[config.mk]
export PLATFORM = sky130hd
export DESIGN_NAME = eis_irq_summary
export DESIGN_NICKNAME = d
export VERILOG_FILES = /design/src/eis_pkg.sv /design/src/eis_irq_summary.sv
export SDC_FILE = /design/constraint.sdc
export NUM_CORES = 1
export LEC_CHECK = 0
export ABC_AREA = 1
export BUFFER_PORTS_ARGS = -buffer_cell sky130_fd_sc_hd__buf_4
export CAP_MARGIN = 0
export CORE_AREA = 8 8 119 121
export CTS_CLUSTER_DIAMETER = 40
export DETAILED_ROUTE_END_ITERATION = 12
export DIE_AREA = 0 0 127 129
export PLACE_DENSITY = 0.76
export SLEW_MARGIN = 20
export SYNTH_ARGS = -nofsm -noshare
export SYNTH_HDL_FRONTEND = slang
export SYNTH_SLANG_ARGS = --single-unit
[constraint.sdc]
create_clock -name hclk -period 3 [get_ports hclk]
set_clock_uncertainty 0.05 [all_clocks]
set_input_delay 0.3 -clock hclk [delete_from_list [all_inputs] [get_ports hclk]]
set_output_delay 0.3 -clock hclk [all_outputs]
set_load 0.01 [all_outputs]
[src/eis_pkg.sv]
/*
  eis_pkg: constants and types shared by the interrupt summary and
  time-out counter block.
  assumes: included before eis_irq_summary.sv; one clock, one reset.
*/
`default_nettype none
package eis_pkg;

  // ****************************************************************
  // register map (word aligned byte addresses)
  // ****************************************************************
  localparam logic [7:0]  EIS_OFS_SUMMARY  = 8'h00;
  localparam logic [7:0]  EIS_OFS_COUNTER  = 8'h04;
  localparam logic [7:0]  EIS_OFS_CONTROL  = 8'h08;
  localparam logic [7:0]  EIS_OFS_EVT_STAT = 8'h0C;
  localparam logic [7:0]  EIS_OFS_EVT_MASK = 8'h10;
  localparam int          EIS_ADDR_W       = 8;

  // ****************************************************************
  // summary register field positions
  // ****************************************************************
  localparam int          EIS_DESC_LO      = 17;
  localparam int          EIS_DESC_HI      = 31;
  localparam int          EIS_BIT_TSYNC    = 13;
  localparam int          EIS_BIT_RXWARN   = 12;
  localparam int          EIS_BIT_STWARN   = 9;
  localparam int          EIS_BIT_STUPD    = 8;
  localparam int          EIS_BIT_MAC      = 7;
  localparam int          EIS_BIT_ERR      = 6;
  localparam int          EIS_BIT_SENT     = 2;
  localparam int          EIS_BIT_GOT      = 0;
  localparam logic [31:0] EIS_RSVD_MASK    = 32'h0001_CC3A;

  // ****************************************************************
  // counter, control and event register layout
  // ****************************************************************
  localparam int          EIS_CNT_W        = 16;
  localparam logic [15:0] EIS_CNT_MAX      = 16'hFFFF;
  localparam int          EIS_CTL_CLRMODE  = 0;
  localparam int          EIS_EVT_W        = 3;
  localparam int          EIS_EVT_PENDING  = 0;
  localparam int          EIS_EVT_TIMEOUT  = 1;
  localparam int          EIS_EVT_SATURATE = 2;

  // ****************************************************************
  // source widths
  // ****************************************************************
  localparam int          EIS_DESC_N       = 16;
  localparam int          EIS_TSYNC_W      = 32;
  localparam int          EIS_ERR_W        = 32;
  localparam int          EIS_TXQ_N        = 4;
  localparam int          EIS_RXQ_N        = 18;

  // ahb transfer types
  localparam logic [1:0]  EIS_HTRANS_NONSEQ = 2'h2;
  localparam logic [1:0]  EIS_HTRANS_SEQ    = 2'h3;

  typedef struct packed {
    logic [EIS_DESC_N-1:0]  descriptor_enable_reg;
    logic [EIS_DESC_N-1:0]  descriptor_flag_reg;
    logic [EIS_TSYNC_W-1:0] time_sync_enable_reg;
    logic [EIS_TSYNC_W-1:0] time_sync_flag_reg;
    logic                   rx_fifo_warn_enable;
    logic                   rx_fifo_warn_flag;
    logic                   stamp_fifo_warn_enable;
    logic                   stamp_fifo_warn_flag;
    logic                   stamp_fifo_update_enable;
    logic                   stamp_fifo_update_flag;
    logic                   mac_core_irq;
    logic [EIS_ERR_W-1:0]   error_enable_reg;
    logic [EIS_ERR_W-1:0]   error_flag_reg;
    logic [EIS_TXQ_N-1:0]   frame_sent_enable;
    logic [EIS_TXQ_N-1:0]   frame_sent_flag;
    logic [EIS_RXQ_N-1:0]   frame_got_enable;
    logic [EIS_RXQ_N-1:0]   frame_got_flag;
  } eis_src_s;

  typedef enum logic [1:0] {
    EIS_PH_IDLE  = 2'b00,
    EIS_PH_READ  = 2'b01,
    EIS_PH_WRITE = 2'b10
  } eis_phase_e;

endpackage
`default_nettype wire

[src/eis_irq_summary.sv]
/*
  eis_irq_summary: interrupt summary status register and transmit
  time-out frame counter, reached over an ahb-lite slave port.
  assumes: all source inputs and timeout_event come from logic on hclk;
  the ahb master issues single word transfers only.
*/
// Design decisions made here: the register offsets and the AHB-Lite slave port.
`timescale 1ns/100ps
`default_nettype none

// Overview of operation
// - summary bits 31..17 show descriptor enable and flag both set, per index
// - reserved summary bits 16..14, 11, 10, 5..3 and 1 read zero
// - bit 13 set when any time-sync enable or flag bit is set
// - bit 12 shows receive fifo warning enable and flag both set
// - bit 9 shows time-stamp fifo warning enable and flag both set
// - bit 8 shows time-stamp fifo update enable and flag both set
// - bit 7 set while the mac core raises its interrupt
// - bit 6 set when any error flag bit meets its enable bit
// - bit 2 set when any transmit queue has sent enable and flag set
// - bit 0 set when any receive queue has got enable and flag set
// - 16-bit counter in bits 15..0 counts transmitted frames that timed out
// - counter stops at its maximum, further time-outs change nothing
// - clear mode one: reading the counter returns it, then clears it
// - clear mode zero: any counter write clears it, reads leave it
// - counter bits 31..16 read zero; software writes zero there
module eis_irq_summary #(
  parameter int CNT_W = 16
) (
  input  wire logic            hclk,
  input  wire logic            hresetn,
  input  wire logic            hsel,
  input  wire logic [31:0]     haddr,
  input  wire logic [1:0]      htrans,
  input  wire logic            hwrite,
  input  wire logic [2:0]      hsize,
  input  wire logic [31:0]     hwdata,
  input  wire logic            hready,
  output var  logic [31:0]     hrdata,
  output logic                 hreadyout,
  output logic                 hresp,
  input  wire eis_pkg::eis_src_s src,
  input  wire logic            timeout_event,
  output logic                 irq
);
  import eis_pkg::*;

  // refused at elaboration: the count field holds at most 16 bits
  if (CNT_W < 1 || CNT_W > EIS_CNT_W) begin : g_bad_cnt_w
    $error("CNT_W must lie between 1 and 16");
  end

  // ****************************************************************
  // summary decode
  // ****************************************************************
  function automatic logic [31:0] summary_of(input eis_src_s s);
    logic [31:0] v;
    v = '0;
    for (int i = 1; i < EIS_DESC_N; i++) begin
      v[EIS_DESC_LO+i-1] = s.descriptor_enable_reg[i] & s.descriptor_flag_reg[i];
    end
    v[EIS_BIT_TSYNC]  = |{s.time_sync_enable_reg, s.time_sync_flag_reg};
    v[EIS_BIT_RXWARN] = s.rx_fifo_warn_enable & s.rx_fifo_warn_flag;
    v[EIS_BIT_STWARN] = s.stamp_fifo_warn_enable & s.stamp_fifo_warn_flag;
    v[EIS_BIT_STUPD]  = s.stamp_fifo_update_enable & s.stamp_fifo_update_flag;
    v[EIS_BIT_MAC]    = s.mac_core_irq;
    v[EIS_BIT_ERR]    = |(s.error_enable_reg & s.error_flag_reg);
    v[EIS_BIT_SENT]   = |(s.frame_sent_enable & s.frame_sent_flag);
    v[EIS_BIT_GOT]    = |(s.frame_got_enable & s.frame_got_flag);
    return v & ~EIS_RSVD_MASK;
  endfunction

  logic [31:0] summary;
  assign summary = summary_of(src);

  // ****************************************************************
  // ahb-lite slave
  // ****************************************************************
  // zero wait states: read data is prepared at the address phase edge
  assign hreadyout = 1'b1;
  assign hresp     = 1'b0;

  logic                  take;
  logic                  rd_take;
  logic [EIS_ADDR_W-1:0] a_ofs;
  eis_phase_e            phase;
  logic [EIS_ADDR_W-1:0] ph_ofs;

  assign take    = hsel & hready & (htrans == EIS_HTRANS_NONSEQ || htrans == EIS_HTRANS_SEQ);
  assign rd_take = take & ~hwrite;
  assign a_ofs   = haddr[EIS_ADDR_W-1:0];

  always_ff @(posedge hclk or negedge hresetn) begin
    if (!hresetn) begin
      phase  <= EIS_PH_IDLE;
      ph_ofs <= '0;
    end else if (hready) begin
      phase  <= !take ? EIS_PH_IDLE : (hwrite ? EIS_PH_WRITE : EIS_PH_READ);
      ph_ofs <= a_ofs;
    end
  end

  logic wr_ctl;
  logic wr_cnt;
  logic wr_mask;
  logic rd_cnt;
  logic rd_stat;

  assign wr_ctl  = (phase == EIS_PH_WRITE) && (ph_ofs == EIS_OFS_CONTROL);
  assign wr_cnt  = (phase == EIS_PH_WRITE) && (ph_ofs == EIS_OFS_COUNTER);
  assign wr_mask = (phase == EIS_PH_WRITE) && (ph_ofs == EIS_OFS_EVT_MASK);
  assign rd_cnt  = rd_take && (a_ofs == EIS_OFS_COUNTER);
  assign rd_stat = rd_take && (a_ofs == EIS_OFS_EVT_STAT);

  // ****************************************************************
  // control and mask registers
  // ****************************************************************
  logic                 clear_mode;
  logic [EIS_EVT_W-1:0] evt_mask;

  always_ff @(posedge hclk or negedge hresetn) begin
    if (!hresetn) begin
      clear_mode <= 1'b0;
    end else if (wr_ctl) begin
      clear_mode <= hwdata[EIS_CTL_CLRMODE];
    end
  end

  always_ff @(posedge hclk or negedge hresetn) begin
    if (!hresetn) begin
      evt_mask <= '0;
    end else if (wr_mask) begin
      evt_mask <= hwdata[EIS_EVT_W-1:0];
    end
  end

  // ****************************************************************
  // time-out frame counter
  // ****************************************************************
  localparam logic [CNT_W-1:0] CNT_TOP = EIS_CNT_MAX[CNT_W-1:0];

  logic [CNT_W-1:0] count;
  logic [CNT_W-1:0] next_count;
  logic             cnt_clear;
  logic             cnt_step;

  // a time-out in the clearing cycle is kept: it counts from zero
  assign cnt_clear = clear_mode ? rd_cnt : wr_cnt;
  assign cnt_step  = timeout_event && (cnt_clear || count != CNT_TOP);

  always_comb begin
    next_count = cnt_clear ? '0 : count;
    if (cnt_step) begin
      next_count = next_count + 1'b1;
    end
  end

  always_ff @(posedge hclk or negedge hresetn) begin
    if (!hresetn) begin
      count <= '0;
    end else begin
      count <= next_count;
    end
  end

  // ****************************************************************
  // sticky events and interrupt
  // ****************************************************************
  logic                 pend_q;
  logic [EIS_EVT_W-1:0] evt_stat;
  logic [EIS_EVT_W-1:0] evt_set;

  always_ff @(posedge hclk or negedge hresetn) begin
    if (!hresetn) begin
      pend_q <= 1'b0;
    end else begin
      pend_q <= |summary;
    end
  end

  always_comb begin
    evt_set                   = '0;
    evt_set[EIS_EVT_PENDING]  = (|summary) & ~pend_q;
    evt_set[EIS_EVT_TIMEOUT]  = cnt_step;
    evt_set[EIS_EVT_SATURATE] = cnt_step && (next_count == CNT_TOP);
  end

  // set beats the clear of a read in the same cycle
  always_ff @(posedge hclk or negedge hresetn) begin
    if (!hresetn) begin
      evt_stat <= '0;
    end else begin
      evt_stat <= (rd_stat ? '0 : evt_stat) | evt_set;
    end
  end

  assign irq = |(evt_stat & evt_mask);

  // ****************************************************************
  // read data
  // ****************************************************************
  always_ff @(posedge hclk or negedge hresetn) begin
    if (!hresetn) begin
      hrdata <= '0;
    end else if (rd_take) begin
      if (a_ofs == EIS_OFS_SUMMARY) begin
        hrdata <= summary;
      end else if (a_ofs == EIS_OFS_COUNTER) begin
        hrdata <= 32'(count);
      end else if (a_ofs == EIS_OFS_CONTROL) begin
        hrdata <= 32'(clear_mode);
      end else if (a_ofs == EIS_OFS_EVT_STAT) begin
        hrdata <= 32'(evt_stat);
      end else if (a_ofs == EIS_OFS_EVT_MASK) begin
        hrdata <= 32'(evt_mask);
      end else begin
        hrdata <= '0;
      end
    end
  end

  logic rd_sum;
  logic rd_cnt_q;
  assign rd_sum = rd_take && (a_ofs == EIS_OFS_SUMMARY);
  always_ff @(posedge hclk or negedge hresetn) begin
    if (!hresetn) begin
      rd_cnt_q <= 1'b0;
    end else begin
      rd_cnt_q <= rd_cnt;
    end
  end
endmodule
`default_nettype wire

# --- After elaboration in Yosys (flattened, before gate mapping) ---
# Index checks and enable logic that the tools add are counted.
word_totals:
  reg_bits: 66
  input_bits: 286
  out_inout_bits: 35
  elab_cells: 77
op_classes:
  addsub: 1
  n_eq_ne: 12
  muxes: 11
  bitwise_logic: 29
  n_reduce_logical: 16
ops:
  columns: ["cell", "count"]
  rows:
  - ["$reduce_or A137 Y1", 1]
  - ["$mux W32", 2]
  - ["$reduce_or A64 Y1", 1]
  - ["$and A32 B32 Y32", 1]
  - ["$mux W16", 2]
  - ["$reduce_or A32 Y1", 1]
  - ["$eq A8 B4 Y1 const B", 3]
  - ["$and A1 B1 Y1", 22]
  - ["$and A18 B18 Y18", 1]
  - ["$reduce_or A18 Y1", 1]
  - ["$add A16 B1 Y16 const B", 1]
  - ["$eq A16 B16 Y1 const B", 1]
  - ["$eq A8 B3 Y1 const B", 2]
  - ["$eq A8 B5 Y1 const B", 2]
  - ["$ne A16 B16 Y1 const B", 1]
  - ["$mux W3", 4]
  - ["$logic_not A8 Y1", 1]
  - ["$logic_and A1 B1 Y1", 7]
  - ["$eq A2 B2 Y1 const B", 3]
  - ["$and A4 B4 Y4", 1]
  - ["$mux W2", 2]
  - ["$reduce_or A4 Y1", 1]
  - ["$and A3 B3 Y3", 1]
  - ["$or A3 B3 Y3", 1]
  - ["other kinds (4)", 6]

# --- Logic depth before layout (Yosys ltp) ---
# Gate-level depths: netlist of the first run.
depth:
  word_depth: 12
  ltp_mapped: 22
  ltp_nobuf: 21

# --- Worst setup path before layout of the first run ---
# No wires, ideal clock.
synth_path:
  path_kind: "input-to-reg"
  start: "in hready"
  end: "reg evt_stat[2]"
  setup_time_ns: 0.065
  arrival_time_ns: 2.346
  required_ns: 2.885
  slack_ns: 0.539
  cell_stages: 20
  path_buffers: 2
  cell_sequence: "buf_4 nand3_2 nor2_4 nand3_4 nand2_2 buf_4 nor2_1 ha_1 nand2_1 inv_1 nand4_1 nor2_4 nand2_1 a21oi_1 nand2_1 nor2_1 nand2_1 nor2_1 nand2_1 nand2_1"
synth_between:
  elab_chain_cells: 11
synth_lines:
  columns: ["element", "line_no", "text"]
  rows:
  - ["from (decl)", "eis_irq_summary.sv:38", "input wire logic hready,"]
  - ["$and A1 B1 Y1 * (2 in a row)", "eis_irq_summary.sv:89", "assign take = hsel & hready & (htrans == EIS_HTRANS_NONSEQ || htrans == EIS_HTRANS_SEQ);"]
  - ["$and A1 B1 Y1 *", "eis_irq_summary.sv:90", "assign rd_take = take & ~hwrite;"]
  - ["$logic_and A1 B1 Y1", "eis_irq_summary.sv:112", "assign rd_cnt = rd_take && (a_ofs == EIS_OFS_COUNTER);"]
  - ["$mux W1", "eis_irq_summary.sv:148", "assign cnt_clear = clear_mode ? rd_cnt : wr_cnt;"]
  - ["$mux W16 / $logic_or A1 B1 Y1 (equally long branches)", "eis_irq_summary.sv:152, eis_irq_summary.sv:149", null]
  - ["$add A16 B1 Y16 / $logic_and A1 B1 Y1 (equally long branches)", "eis_irq_summary.sv:154, eis_irq_summary.sv:149", null]
  - ["$mux W16", "eis_irq_summary.sv:153", "if (cnt_step) begin"]
  - ["$eq A16 B16 Y1", "eis_irq_summary.sv:185", "evt_set[EIS_EVT_SATURATE] = cnt_step && (next_count == CNT_TOP);"]
  - ["$logic_and A1 B1 Y1", "eis_irq_summary.sv:185", null]
  - ["$or A3 B3 Y3 *", "eis_irq_summary.sv:193", "evt_stat <= (rd_stat ? '0 : evt_stat) | evt_set;"]
  - ["to (signal assigned)", "eis_irq_summary.sv:193", null]
  - ["to (decl)", "eis_irq_summary.sv:170", "logic [EIS_EVT_W-1:0] evt_stat;"]
# Every way passes the cells marked *; elsewhere a longest branch is shown, timed or not.
# A chain may end at the register's enable or synchronous reset.

# --- Worst setup path after layout of the first run ---
layout_path:
  start: "reg ph_ofs[2]"
  end: "reg evt_stat[2]"
layout_between:
  elab_chain_cells: 9
layout_lines:
  columns: ["element", "line_no", "text"]
  rows:
  - ["from (decl)", "eis_irq_summary.sv:87", "logic [EIS_ADDR_W-1:0] ph_ofs;"]
  - ["from (signal assigned)", "eis_irq_summary.sv:99", "ph_ofs <= a_ofs;"]
  - ["$eq A8 B3 Y1 *", "eis_irq_summary.sv:110", "assign wr_cnt = (phase == EIS_PH_WRITE) && (ph_ofs == EIS_OFS_COUNTER);"]
  - ["$logic_and A1 B1 Y1 *", "eis_irq_summary.sv:110", null]
  - ["$mux W1 *", "eis_irq_summary.sv:148", null]
  - ["$mux W16 / $logic_or A1 B1 Y1 (equally long branches)", "eis_irq_summary.sv:152, eis_irq_summary.sv:149", null]
  - ["$add A16 B1 Y16 / $logic_and A1 B1 Y1 (equally long branches)", "eis_irq_summary.sv:154, eis_irq_summary.sv:149", null]
  - ["$mux W16", "eis_irq_summary.sv:153", null]
  - ["$eq A16 B16 Y1", "eis_irq_summary.sv:185", null]
  - ["$logic_and A1 B1 Y1 *", "eis_irq_summary.sv:185", null]
  - ["$or A3 B3 Y3 *", "eis_irq_summary.sv:193", null]
# Marked as above.

==> insert_results.sql, run 1 <==
INSERT INTO impl_metrics (metric_group, metric, value, unit) VALUES
('finish', 'area.growth.synth_to_final', '59.8', '%'),
('die', 'std_cell_rows', '41', ''),
('yosys', 'mappedNetlistArea', '4020', 'um2'),
('run_status', 'status', 'finished clean', ''),
('yosys', 'synthDominantAreaCellType', 'sky130_fd_sc_hd__dfrtp_1', ''),
('sta', 'report.final.setup_viol', '0', ''),
('setup_path', 'critical_path_arrival', '2.76', 'ns'),
('sta', 'peak_freq', '0.392', 'GHz'),
('drt', 'detailedRoute.firstIterationViolations', '312', ''),
('yosys', 'ys_types', '41', ''),
('finish', 'layout.cell_area.non_filler', '6430', 'um2'),
('die', 'fp.dieH', '129', 'um'),
('setup_path', 'crit_path_top_delay_cell', 'sky130_fd_sc_hd__dfrtp_1', ''),
('cts', 'numCtsBuffers', '9', ''),
('global_routing', 'grt_max_degree', '66', ''),
('cts', 'clkTransAtPathRegs', '0.05', 'ns'),
('yosys', 'syn_avg_cell_area', '7.23', 'um2'),
('global_routing', 'first_global_vias', '4784', ''),
('setup_path', 'timing.critical_path.to_type', 'flip-flop', ''),
('yosys', 'count_of_flip_flops_with_a_built_in_enable_after_synthesis', '0', ''),
('sta', 'tns', '0', 'ns'),
('setup_path', 'timing.critical_path.slowest_cell_delay', '0.37', 'ns'),
('cts', 'clock_path_buffers', '2', ''),
('die', 'ioPinCount', '321', ''),
('global_routing', 'antenna_found_initial', '1', ''),
('setup_path', 'path_class', 'reg2reg', ''),
('setup_path', 'cp_cell_sequence', 'inv_1 -> nor3_2 -> nand3_2 -> nand2_2 -> nor2_1 -> ha_1 -> nand2_1 -> inv_1 -> nand4_1 -> nor2_4 -> nand2_1 -> a21oi_1 -> nand2_1 -> nor2_1 -> nand2_1 -> nor2_1 -> nand2_1 -> nand2_1', ''),
('power_and_ir_drop', 'power', '2.67', 'mW'),
('drt', 'route.final.wire_length', '17000', 'um'),
('sta', 'fin_crit', '2.55', 'ns'),
('sta', 'tightestPinTransition', '0.905', 'ns'),
('setup_path', 'startpoint', 'ph_ofs[2]$_DFFE_PN0P_', ''),
('yosys', 'synth.ff_latch_count', '65', ''),
('global_routing', 'grt_pass1_wl', '25400', 'um'),
('setup_path', 'crit_end', 'evt_stat[2]$_DFF_PN0_', ''),
('setup_path', 'timing.critical_path.required', '3.21', 'ns'),
('min_path', 'timing.hold.worst.class', 'in2async', ''),
('placement', 'routabilityCongestion', '0.919', ''),
('setup_path', 'rr_worst_depth', '18', ''),
('die', 'floorplan.initialDensity', '32.7', '%'),
('setup_path', 'critical_path.reg2reg.endpoint', 'evt_stat[2]$_DFF_PN0_', ''),
('setup_path', 'critPathMaxFanout', '8', ''),
('yosys', 'syn-instance-count', '556', ''),
('yosys', 'synth_top_cells_by_area', 'sky130_fd_sc_hd__dfrtp_1, sky130_fd_sc_hd__nand2_1, sky130_fd_sc_hd__nor2_1', ''),
('placement', 'dp_hpwl', '14300', 'um'),
('yosys', 'postSynth.asyncResetShare', '100', '%'),
('setup_path', 'crit_buf_inv', '2', ''),
('drt', 'drt-vias-per-instance', '4.87', ''),
('drt', 'dr_total_vias', '4737', ''),
('cts', 'cts_tree', 'built', ''),
('setup_path', 'cp_common_cell', 'sky130_fd_sc_hd__nand2_1', ''),
('setup_path', 'startpoint_type', 'flip-flop', ''),
('cts', 'ctsResizeCount', '0', ''),
('drt', 'drc', '0', ''),
('die', 'placeableCoreArea', '12300', 'um2'),
('finish', 'layout_common_cells', 'sky130_fd_sc_hd__buf_4, sky130_fd_sc_hd__nand2_1, sky130_fd_sc_hd__nor2_1, sky130_fd_sc_hd__dfrtp_1, sky130_fd_sc_hd__inv_1', ''),
('yosys', 'synth_seq_area_share', '40.4', '%'),
('sta', 'slew_headroom', '38.1', '%'),
('drt', 'detailedRoute.firstPassIterationCount', '5', ''),
('die', 'dieArea', '16400', 'um2'),
('setup_path', 'worst_r2r_src', 'ph_ofs[2]$_DFFE_PN0P_', ''),
('cts', 'post-cts-setup-buffer-count', '0', ''),
('finish', 'antenna_cells', '0', ''),
('setup_path', 'reg2reg_setup_slack', '0.45', 'ns'),
('yosys', 'most_instantiated_flip_flop_cell_in_the_synthesis_netlist', 'sky130_fd_sc_hd__dfrtp_1', ''),
('sta', 'timing.final.max_slew_violations', '0', ''),
('cts', 'clock_tree.root_cell', 'sky130_fd_sc_hd__clkbuf_16', ''),
('placement', 'detailed_place.area', '6130', 'um2'),
('die', 'die_w', '127', 'um'),
('cts', 'clkSinkCount', '65', ''),
('cts', 'holdBufCountCts', '0', '');
[worst reg2reg max path, stage by stage (launching register included)]
cell	delay [ns]
sky130_fd_sc_hd__dfrtp_1	0.37
sky130_fd_sc_hd__inv_1	0.10
sky130_fd_sc_hd__nor3_2	0.06
sky130_fd_sc_hd__nand3_2	0.09
sky130_fd_sc_hd__nand2_2	0.07
sky130_fd_sc_hd__nor2_1	0.20
sky130_fd_sc_hd__ha_1	0.25
sky130_fd_sc_hd__nand2_1	0.07
sky130_fd_sc_hd__inv_1	0.05
sky130_fd_sc_hd__nand4_1	0.16
sky130_fd_sc_hd__nor2_4	0.25
sky130_fd_sc_hd__nand2_1	0.10
sky130_fd_sc_hd__a21oi_1	0.18
sky130_fd_sc_hd__nand2_1	0.07
sky130_fd_sc_hd__nor2_1	0.10
sky130_fd_sc_hd__nand2_1	0.06
sky130_fd_sc_hd__nor2_1	0.11
sky130_fd_sc_hd__nand2_1	0.09
sky130_fd_sc_hd__nand2_1	0.07
[per-layer routing]
metal | routed length, um | vias up | global-route usage (%)
li1 | - | 2376 | -
met5 | 13 | - | 0
met3 | 1630 | 27 | 6.04
met1 | 7010 | 2128 | 24.9
met2 | 7980 | 204 | 31.7
met4 | 354 | 2 | 6.79
[worst min path at each step]
stage,startpoint,end,slack (ns)
6_report,hresetn,hrdata[2]$_DFFE_PN0P_,0.03
5_1_grt,hresetn,hrdata[2]$_DFFE_PN0P_,0.11
4_1_cts,hresetn,hrdata[2]$_DFFE_PN0P_,0.07
3_5_place_dp,hresetn,hrdata[2]$_DFFE_PN0P_,0.42
3_3_place_gp,hresetn,hrdata[2]$_DFFE_PN0P_,0.40
2_1_floorplan,hresetn,clear_mode$_DFFE_PN0P_,-0.05
[flip-flops by register name (all words and copies together) (netlist names)]
| signal | count |
|---|---|
| phase | 2 |
| clear_mode | 1 |
| count | 16 |
| pend_q | 1 |
| evt_mask | 3 |
| ph_ofs | 8 |
| evt_stat | 3 |
| hrdata | 31 |
[logic make-up after synthesis]
logic type / count (synthesis) / share of synthesized area (%)
other: 2 / 0.187
AOI/OAI and AO/OA: 79 / 13.1
and+or+nand+nor: 323 / 36.8
xor gates and xnor gates: 3 / 0.840
adders and majority gates: 1 / 0.311
DFF: 65 / 40.4
muxes: 1 / 0.280
buffers and inverters: 82 / 8.12
[Yosys cell counts, types with 5 or more instances]
library cell                 n
sky130_fd_sc_hd__o21ai_0    24
sky130_fd_sc_hd__nand3_2     5
sky130_fd_sc_hd__o31ai_1    15
sky130_fd_sc_hd__nand2_1   162
sky130_fd_sc_hd__nand3_1    22
sky130_fd_sc_hd__a21oi_1    13
sky130_fd_sc_hd__nor2_4      5
sky130_fd_sc_hd__a22o_1     16
sky130_fd_sc_hd__nand4_1    25
sky130_fd_sc_hd__buf_4       5
sky130_fd_sc_hd__inv_1      64
sky130_fd_sc_hd__nor2_1     68
sky130_fd_sc_hd__nor4_1     15
sky130_fd_sc_hd__nor3_1      9
sky130_fd_sc_hd__dfrtp_1    65
sky130_fd_sc_hd__clkbuf_1    7
[layout make-up]
class	instances	area [um2]
Timing Repair Buffer	265	1990
Sequential cell	65	1630
Clock inverter	3	40.0
Multi-Input combinational cell	410	2070
Fill cell	1195	5880
Inverter	68	255
Tap cell	150	188
Clock buffer	12	256
[power by group]
group,switching [mW],leakage [nW],internal (mW)
clock network,0.350,0.148,0.680
registers,0.0583,0.852,0.945
logic,0.318,2.29,0.323
[stage by stage]
| stage | utilization, % | hold WS [ns] | cells | worst slack (ns) |
|---|---|---|---|---|
| finish | 52.2 | 0.0328 | 973 | 0.452 |
| global placement | 49.8 | 0.401 | 958 | 0.428 |
| floorplan | - | -0.0456 | 557 | 0.539 |
| detailed placement | 49.8 | 0.416 | 958 | 0.371 |
| global route | 52.2 | 0.110 | 973 | 0.152 |
| CTS | 52.2 | 0.0662 | 973 | 0.453 |
Note: power is estimated with default switching activity, not from simulation.
==> inputs of run 2 (changes only) <==
==> constraint.sdc (replaced) <==
create_clock -name hclk -period 2.63 [get_ports hclk]
set_clock_uncertainty 0.05 [all_clocks]
set_input_delay 0.263 -clock hclk [delete_from_list [all_inputs] [get_ports hclk]]
set_output_delay 0.263 -clock hclk [all_outputs]
set_load 0.01 [all_outputs]
==> run 2 against run 1 <==
The run now ends with negative hold slack left. Flip-flop and latch count did not move. Power rose by 21%. Utilization up 0.87 points. Sequential share of layout area down 0.42 points. Clock power up 27%. Final area grew 1.7%. Critical path depth is 2 higher. Routed wire length is 3.0% higher. Count of clock-buffer cells in the layout up 1. Die area unchanged. Global-route usage is 0.17 points higher. Sequential power is 15% higher. Largest power group unchanged.
==> insert_results.sql, run 2 (synthesis gave the netlist of run 1 again) <==
INSERT INTO impl_metrics (metric_group, metric, value, unit) VALUES
('run_status', 'status', 'finished with violations', ''),
('run_status', 'violations', 'negative hold slack', ''),
('sta', 'report.final.setup_viol', '0', ''),
('run', 'max-cap-violations', '0', ''),
('finish', 'layout.cell_area.non_filler', '6540', 'um2'),
('cts', 'clock_path_buffers', '2', ''),
('finish', 'most_frequent_standard_cell_in_the_layout_excluding_fill_and_tap_cells', 'sky130_fd_sc_hd__buf_4', ''),
('cts', 'clkTransAtPathRegs', '0.05', 'ns'),
('die', 'floorplan.initialDensity', '32.7', '%'),
('global_routing', 'groute.usage.overall', '20.0', '%'),
('power_and_ir_drop', 'cellPowerDensity', '496', 'nW/um2'),
('setup_path', 'critPathMaxFanout', '8', ''),
('setup_path', 'timing.critical_path.to_type', 'flip-flop', ''),
('cts', 'cts_tree', 'built', ''),
('drt', 'dr_total_vias', '4871', ''),
('drt', 'detailedRoute.firstIterationViolations', '400', ''),
('sta', 'fin_crit', '2.42', 'ns'),
('cts', 'clkSinkCount', '65', ''),
('die', 'die_w', '127', 'um'),
('global_routing', 'antenna_found_initial', '0', ''),
('die', 'dieArea', '16400', 'um2'),
('sta', 'tns', '0', 'ns'),
('power_and_ir_drop', 'vdd_ir_drop_max', '353', 'uV'),
('sta', 'timing_hold_violations_final', '17', ''),
('die', 'fp.dieH', '129', 'um'),
('sta', 'tightestPinTransition', '0.839', 'ns'),
('finish', 'largestRegisters', 'hrdata (31), count (16), ph_ofs (8)', ''),
('die', 'placeableCoreArea', '12300', 'um2'),
('setup_path', 'timing.critical_path.required', '2.84', 'ns'),
('finish', 'antenna_cells', '0', ''),
('sta', 'timing.final.max_slew_violations', '0', ''),
('global_routing', 'grt_pass1_wl', '25700', 'um'),
('die', 'std_cell_rows', '41', ''),
('drt', 'route.final.wire_length', '17500', 'um'),
('global_routing', 'grt_max_degree', '66', ''),
('sta', 'grt_setup_unrepaired', 'no', ''),
('drt', 'drt-vias-per-instance', '4.98', ''),
('setup_path', 'startpoint_type', 'flip-flop', ''),
('placement', 'detailed_place.area', '6160', 'um2'),
('cts', 'clock_tree.root_cell', 'sky130_fd_sc_hd__clkbuf_16', ''),
('cts', 'cts_htree_levels', '3', ''),
('sta', 'slew_headroom', '44.0', '%'),
('power_and_ir_drop', 'power', '3.24', 'mW'),
('cts', 'numCtsBuffers', '9', ''),
('finish', 'top_register', 'hrdata', ''),
('min_path', 'timing.hold.worst.class', 'in2async', ''),
('finish', 'finalNetCount', '1111', ''),
('cts', 'holdBufCountCts', '0', ''),
('global_routing', 'gr-total-overflow', '0', ''),
('setup_path', 'critical_path_arrival', '2.63', 'ns'),
('global_routing', 'first_global_vias', '4848', ''),
('placement', 'portBuffers', '258', ''),
('setup_path', 'reg2reg_setup_slack', '0.21', 'ns'),
('finish', 'footprint_of_the_flip_flops_and_latches', '1630', 'um2'),
('setup_path', 'path_class', 'reg2reg', ''),
('sta', 'peak_freq', '0.413', 'GHz'),
('cts', 'insertion_delay', '0.32', 'ns'),
('drt', 'antenna_left', '0', ''),
('placement', 'routabilityCongestion', '0.937', ''),
('drt', 'avgRoutedWirePerCell', '17.9', 'um'),
('finish', 'layout_common_cells', 'sky130_fd_sc_hd__buf_4, sky130_fd_sc_hd__nand2_1, sky130_fd_sc_hd__nor2_1, sky130_fd_sc_hd__dfrtp_1, sky130_fd_sc_hd__inv_1', ''),
('sta', 'fin_worst_hold_slack', '-0.0124', 'ns'),
('die', 'ioPinCount', '321', ''),
('finish', 'multi_input_area', '2110', 'um2'),
('finish', 'area.growth.synth_to_final', '62.5', '%'),
('finish', 'n_fill_cell', '1192', ''),
('placement', 'dp_hpwl', '14500', 'um'),
('finish', 'flip_flop_count_of_the_largest_register_all_copies_and_words_added', '31', ''),
('drt', 'drc', '0', ''),
('drt', 'detailedRoute.firstPassIterationCount', '5', ''),
('finish', 'drive_above_1_share', '37.8', '%'),
('power_and_ir_drop', 'total_leakage_power', '3.33', 'nW'),
('sta', 'period_share', '92.2', '%');
-- run 2: changes by cell type in the layout (fill, tap and decap cells not counted) --
cell,change
sky130_fd_sc_hd__a21oi_1,-1
sky130_fd_sc_hd__a21oi_2,+1
sky130_fd_sc_hd__buf_4,+5
sky130_fd_sc_hd__bufinv_16,+1
sky130_fd_sc_hd__clkbuf_8,+1
sky130_fd_sc_hd__clkinv_2,-2
sky130_fd_sc_hd__ha_1,-1
sky130_fd_sc_hd__ha_2,+1
sky130_fd_sc_hd__nand2_1,-1
sky130_fd_sc_hd__nand2_4,+1
sky130_fd_sc_hd__nand3_2,-1
sky130_fd_sc_hd__nand3_4,+1
sky130_fd_sc_hd__nor2_1,-2
sky130_fd_sc_hd__nor2_4,+2
-- run 2: worst paths after layout --
check	from	to	depth (start not counted)
worst min-delay path	hresetn	hrdata[2]$_DFFE_PN0P_	1
max in group asynchronous	hresetn	hrdata[24]$_DFFE_PN0P_	1
worst max-delay path	ph_ofs[5]$_DFFE_PN0P_	evt_stat[2]$_DFF_PN0_	20
worst min register to register	hrdata[21]$_DFFE_PN0P_	hrdata[21]$_DFFE_PN0P_	2
min in group hclk	haddr[6]	ph_ofs[6]$_DFFE_PN0P_	3
worst max register to register	ph_ofs[5]$_DFFE_PN0P_	evt_stat[2]$_DFF_PN0_	20
-- run 2: metal layers --
metal  vias up  track usage (%)  wire length [um]
li1       2397                -                 -
met1      2243             24.9              7280
met2       208             33.1              8420
met3        23             5.63              1490
met4         0             5.81               312
met5         -                0                 0
-- run 2: stage by stage --
step / instances / worst slack, ns / util (%)
after global placement: 962 / 0.159 / 50.1
final: 978 / 0.206 / 53.1
after floorplan: 557 / 0.206 / -
after global routing: 978 / 0.0445 / 53.1
after CTS: 977 / 0.127 / 52.7
after detailed placement: 962 / 0.144 / 50.1
-- run 2: timing repair --
item,in CTS,in global routing
resized for setup,0,9
setup buffers,0,1
setup endpoints to repair,0,1
-- run 2: area by class of cell --
cell class | count | area share [%]
clock buffer | 13 | 4.13
clock inverter | 2 | 0.919
inverter | 68 | 3.91
multi-input combinational | 410 | 32.3
sequential | 65 | 24.9
tap | 150 | 2.87
timing repair buffer | 270 | 31.0
-- run 2: where the power goes --
group          internal [mW]  leakage, nW  total, mW  switching, mW
Combinational          0.396         2.32      0.787          0.391
Sequential              1.08        0.852       1.15         0.0712
Clock                  0.902        0.162       1.31          0.406
Total                   2.38         3.33       3.24          0.868
-- run 2: worst max-delay path: stages (launching register included) --
cell and delay, ns:
sky130_fd_sc_hd__dfrtp_1 0.36, sky130_fd_sc_hd__inv_1 0.06, sky130_fd_sc_hd__nand2_1 0.07, sky130_fd_sc_hd__nor2_1 0.07, sky130_fd_sc_hd__nand3_2 0.10, sky130_fd_sc_hd__nand2_4 0.09, sky130_fd_sc_hd__nor2_4 0.09, sky130_fd_sc_hd__ha_2 0.20
sky130_fd_sc_hd__nand2_1 0.06, sky130_fd_sc_hd__inv_1 0.05, sky130_fd_sc_hd__nand4_1 0.13, sky130_fd_sc_hd__nor2_4 0.26, sky130_fd_sc_hd__buf_4 0.16, sky130_fd_sc_hd__nand4_1 0.06, sky130_fd_sc_hd__nand2_1 0.08, sky130_fd_sc_hd__nand2_1 0.08
sky130_fd_sc_hd__nor2_1 0.09, sky130_fd_sc_hd__nand2_1 0.06, sky130_fd_sc_hd__nor2_1 0.10, sky130_fd_sc_hd__nand2_1 0.08, sky130_fd_sc_hd__nand2_1 0.06
==> inputs of run 3 (changes only) <==
--- a/config.mk
+++ b/config.mk
@@ -8,11 +8,11 @@
 export ABC_AREA = 1
 export BUFFER_PORTS_ARGS = -buffer_cell sky130_fd_sc_hd__buf_4
 export CAP_MARGIN = 0
-export CORE_AREA = 8 8 119 121
+export CORE_AREA = 2 2 123 125
 export CTS_CLUSTER_DIAMETER = 40
 export DETAILED_ROUTE_END_ITERATION = 12
-export DIE_AREA = 0 0 127 129
-export PLACE_DENSITY = 0.76
+export DIE_AREA = 0 0 125 127
+export PLACE_DENSITY_LB_ADDON = 0.2
 export SLEW_MARGIN = 20
 export SYNTH_ARGS = -nofsm -noshare
 export SYNTH_HDL_FRONTEND = slang
==> run 3 against run 2 <==
Non-clock buffer count rose by 2. Utilization fell by 7.8 points. Highest routed layer unchanged. Register-to-register slack improved by 0.05 ns. The flow still finishes with violations (negative hold slack). Critical path depth fell by 2. Final cell count rose by 3.8%.
==> insert_results.sql, run 3 (synthesis gave the netlist of run 1 again) <==
INSERT INTO impl_metrics (metric_group, metric, value, unit) VALUES
('run_status', 'status', 'finished with violations', ''),
('run_status', 'violations', 'negative hold slack', ''),
('drt', 'detailedRoute.firstPassIterationCount', '5', ''),
('finish', 'antenna_cells', '0', ''),
('finish', 'most_frequent_standard_cell_in_the_layout_excluding_fill_and_tap_cells', 'sky130_fd_sc_hd__buf_4', ''),
('drt', 'route.final.wire_length', '16400', 'um'),
('power_and_ir_drop', 'net-switching-power', '0.876', 'mW'),
('sta', 'report.final.setup_viol', '0', ''),
('finish', 'top_register', 'hrdata', ''),
('sta', 'period_share', '90.3', '%'),
('drt', 'avgRoutedWirePerCell', '16.2', 'um'),
('sta', 'grt_setup_unrepaired', 'no', ''),
('finish', 'drive_above_1_share', '37.8', '%'),
('sta', 'slew_headroom', '43.5', '%'),
('power_and_ir_drop', 'total_leakage_power', '3.31', 'nW'),
('global_routing', 'grt_max_degree', '66', ''),
('placement', 'portBuffers', '258', ''),
('finish', 'footprint_of_the_flip_flops_and_latches', '1630', 'um2'),
('sta', 'tightestPinTransition', '0.848', 'ns'),
('finish', 'n_fill_cell', '1471', ''),
('cts', 'numCtsBuffers', '9', ''),
('sta', 'peak_freq', '0.421', 'GHz'),
('finish', 'instances_no_fill', '1015', ''),
('sta', 'fin_worst_hold_slack', '-0.00182', 'ns'),
('die', 'die_w', '125', 'um'),
('sta', 'timing_hold_violations_final', '1', ''),
('finish', 'layout_common_cells', 'sky130_fd_sc_hd__buf_4, sky130_fd_sc_hd__nand2_1, sky130_fd_sc_hd__nor2_1, sky130_fd_sc_hd__dfrtp_1, sky130_fd_sc_hd__inv_1', ''),
('global_routing', 'groute.usage.overall', '19.6', '%'),
('setup_path', 'cp_common_cell', 'sky130_fd_sc_hd__nand2_1', ''),
('sta', 'tns', '0', 'ns'),
('finish', 'finalNetCount', '1113', ''),
('drt', 'antenna_left', '0', ''),
('finish', 'flip_flop_count_of_the_largest_register_all_copies_and_words_added', '31', ''),
('cts', 'cts_htree_levels', '3', ''),
('die', 'dieArea', '15900', 'um2'),
('setup_path', 'path_class', 'reg2reg', ''),
('die', 'fp.dieH', '127', 'um'),
('cts', 'cts_tree', 'built', ''),
('setup_path', 'worst_path_dominant_cell_family', 'simple AND/OR/NAND/NOR gates', ''),
('global_routing', 'grt_pass1_wl', '24400', 'um'),
('setup_path', 'critical_path_arrival', '2.59', 'ns'),
('run', 'max-cap-violations', '0', ''),
('sta', 'fin_crit', '2.37', 'ns'),
('sta', 'timing.final.max_slew_violations', '0', ''),
('global_routing', 'antenna_found_initial', '0', ''),
('placement', 'routabilityCongestion', '0.844', ''),
('cts', 'holdBufCountCts', '0', ''),
('setup_path', 'crit_buf_inv', '2', ''),
('die', 'std_cell_rows', '44', ''),
('setup_path', 'timing.critical_path.to_type', 'flip-flop', ''),
('setup_path', 'startpoint_type', 'flip-flop', ''),
('drt', 'detailedRoute.firstIterationViolations', '413', ''),
('setup_path', 'timing.critical_path.required', '2.85', 'ns'),
('finish', 'area.growth.synth_to_final', '62.3', '%'),
('cts', 'clkTransAtPathRegs', '0.06', 'ns'),
('setup_path', 'crit_path_top_delay_cell', 'sky130_fd_sc_hd__dfrtp_1', ''),
('setup_path', 'timing.critical_path.slowest_cell_delay', '0.37', 'ns'),
('power_and_ir_drop', 'cellPowerDensity', '470', 'nW/um2'),
('finish', 'multi_input_area', '2080', 'um2'),
('cts', 'clock_tree.root_cell', 'sky130_fd_sc_hd__clkbuf_16', ''),
('power_and_ir_drop', 'power_frac_comb', '24.9', '%'),
('power_and_ir_drop', 'vdd_ir_drop_max', '337', 'uV'),
('drt', 'drc', '0', ''),
('global_routing', 'gr-total-overflow', '0', ''),
('placement', 'dp_cells', '998', ''),
('power_and_ir_drop', 'share_clk_of_total_power', '37.6', '%'),
('placement', 'dp_hpwl', '13700', 'um'),
('die', 'placeableCoreArea', '14400', 'um2'),
('cts', 'clock_path_buffers', '2', ''),
('cts', 'clkSinkCount', '65', ''),
('drt', 'drt-vias-per-instance', '4.60', ''),
('cts', 'insertion_delay', '0.33', 'ns'),
('die', 'floorplan.initialDensity', '27.9', '%'),
('finish', 'largestRegisters', 'hrdata (31), count (16), ph_ofs (8)', ''),
('global_routing', 'first_global_vias', '4508', ''),
('setup_path', 'cp_cell_sequence', 'inv_1 -> nor3_2 -> nand3_2 -> nand2_2 -> nor2_2 -> ha_2 -> nand2_1 -> inv_1 -> nand4_1 -> nor2_4 -> nand3_2 -> nor2_1 -> nand2_1 -> nand2_1 -> nand3_1 -> nor2_1 -> nand2_1 -> nand2_1', ''),
('power_and_ir_drop', 'sw_frac_of_total', '28.6', '%'),
('setup_path', 'critPathMaxFanout', '8', ''),
('power_and_ir_drop', 'intPower', '2.19', 'mW'),
('min_path', 'timing.hold.worst.class', 'in2async', ''),
('die', 'ioPinCount', '321', ''),
('drt', 'dr_total_vias', '4665', ''),
('power_and_ir_drop', 'power.sequential.fraction', '37.5', '%');
## run 3: cell count changes in the layout (fill, tap and decap cells not counted), sizes merged
cell | before | now
buf | 270 | 272
bufinv | 2 | 0
clkinv | 1 | 2
clkinvlp | 0 | 2
## run 3: routing by layer
metal	part of all wire, %	vias up	track usage [%]
li1	-	2396	-
met5	0	-	0
met4	0.80	0	3.66
met3	6.3	11	4.31
met2	46	163	30.1
met1	47	2095	28.8
## run 3: timing repair
item	4_1_cts	5_1_grt
gates resized for setup	0	3
setup buffers	0	1
setup endpoints to repair	0	1
## run 3: path summary, 6_finish.rpt
path,endpoint,cells past startpoint,startpoint,slack [ns]
max in group asynchronous,hrdata[8]$_DFFE_PN0P_,1,hresetn,1.99
hold reg to reg,hrdata[23]$_DFFE_PN0P_,2,hrdata[23]$_DFFE_PN0P_,0.43
hold / removal,hrdata[5]$_DFFE_PN0P_,1,hresetn,-0.002
min in group hclk,ph_ofs[6]$_DFFE_PN0P_,3,haddr[6],0.10
setup / recovery,evt_stat[2]$_DFF_PN0_,18,ph_ofs[2]$_DFFE_PN0P_,0.26
setup reg to reg,evt_stat[2]$_DFF_PN0_,18,ph_ofs[2]$_DFFE_PN0P_,0.26
## run 3: cell type report
class                      instances  area share [%]
clock buffer                      13            4.14
tap                              184            3.53
clock inverter                     3           0.364
multi-input combinational        410            31.9
timing repair buffer             272            31.3
sequential                        65            24.9
inverter                          68            3.91
## run 3: stage by stage
stage / hold slack [ns] / total power [mW] / worst slack [ns] / util [%] / instance area [um2]
floorplan: -0.0826 / 1.49 / 0.206 / - / 4030
global placement: 0.384 / 1.92 / 0.175 / 43.1 / 6220
detailed placement: 0.389 / 1.92 / 0.174 / 43.1 / 6220
CTS: 0.0352 / 3.09 / 0.199 / 45.2 / 6510
global route: 0.0709 / 3.23 / 0.0122 / 45.3 / 6530
finish: -0.00182 / 3.07 / 0.255 / 45.3 / 6530
## run 3: power by group through the flow
| stage | combinational (mW) | sequential [mW] | clock [mW] |
|---|---|---|---|
| after floorplan | 0.346 | 1.15 | 0 |
| after global placement | 0.750 | 1.17 | 0 |
| after detailed placement | 0.753 | 1.17 | 0 |
| after CTS | 0.757 | 1.15 | 1.18 |
| after global routing | 0.851 | 1.16 | 1.22 |
| final | 0.765 | 1.15 | 1.15 |
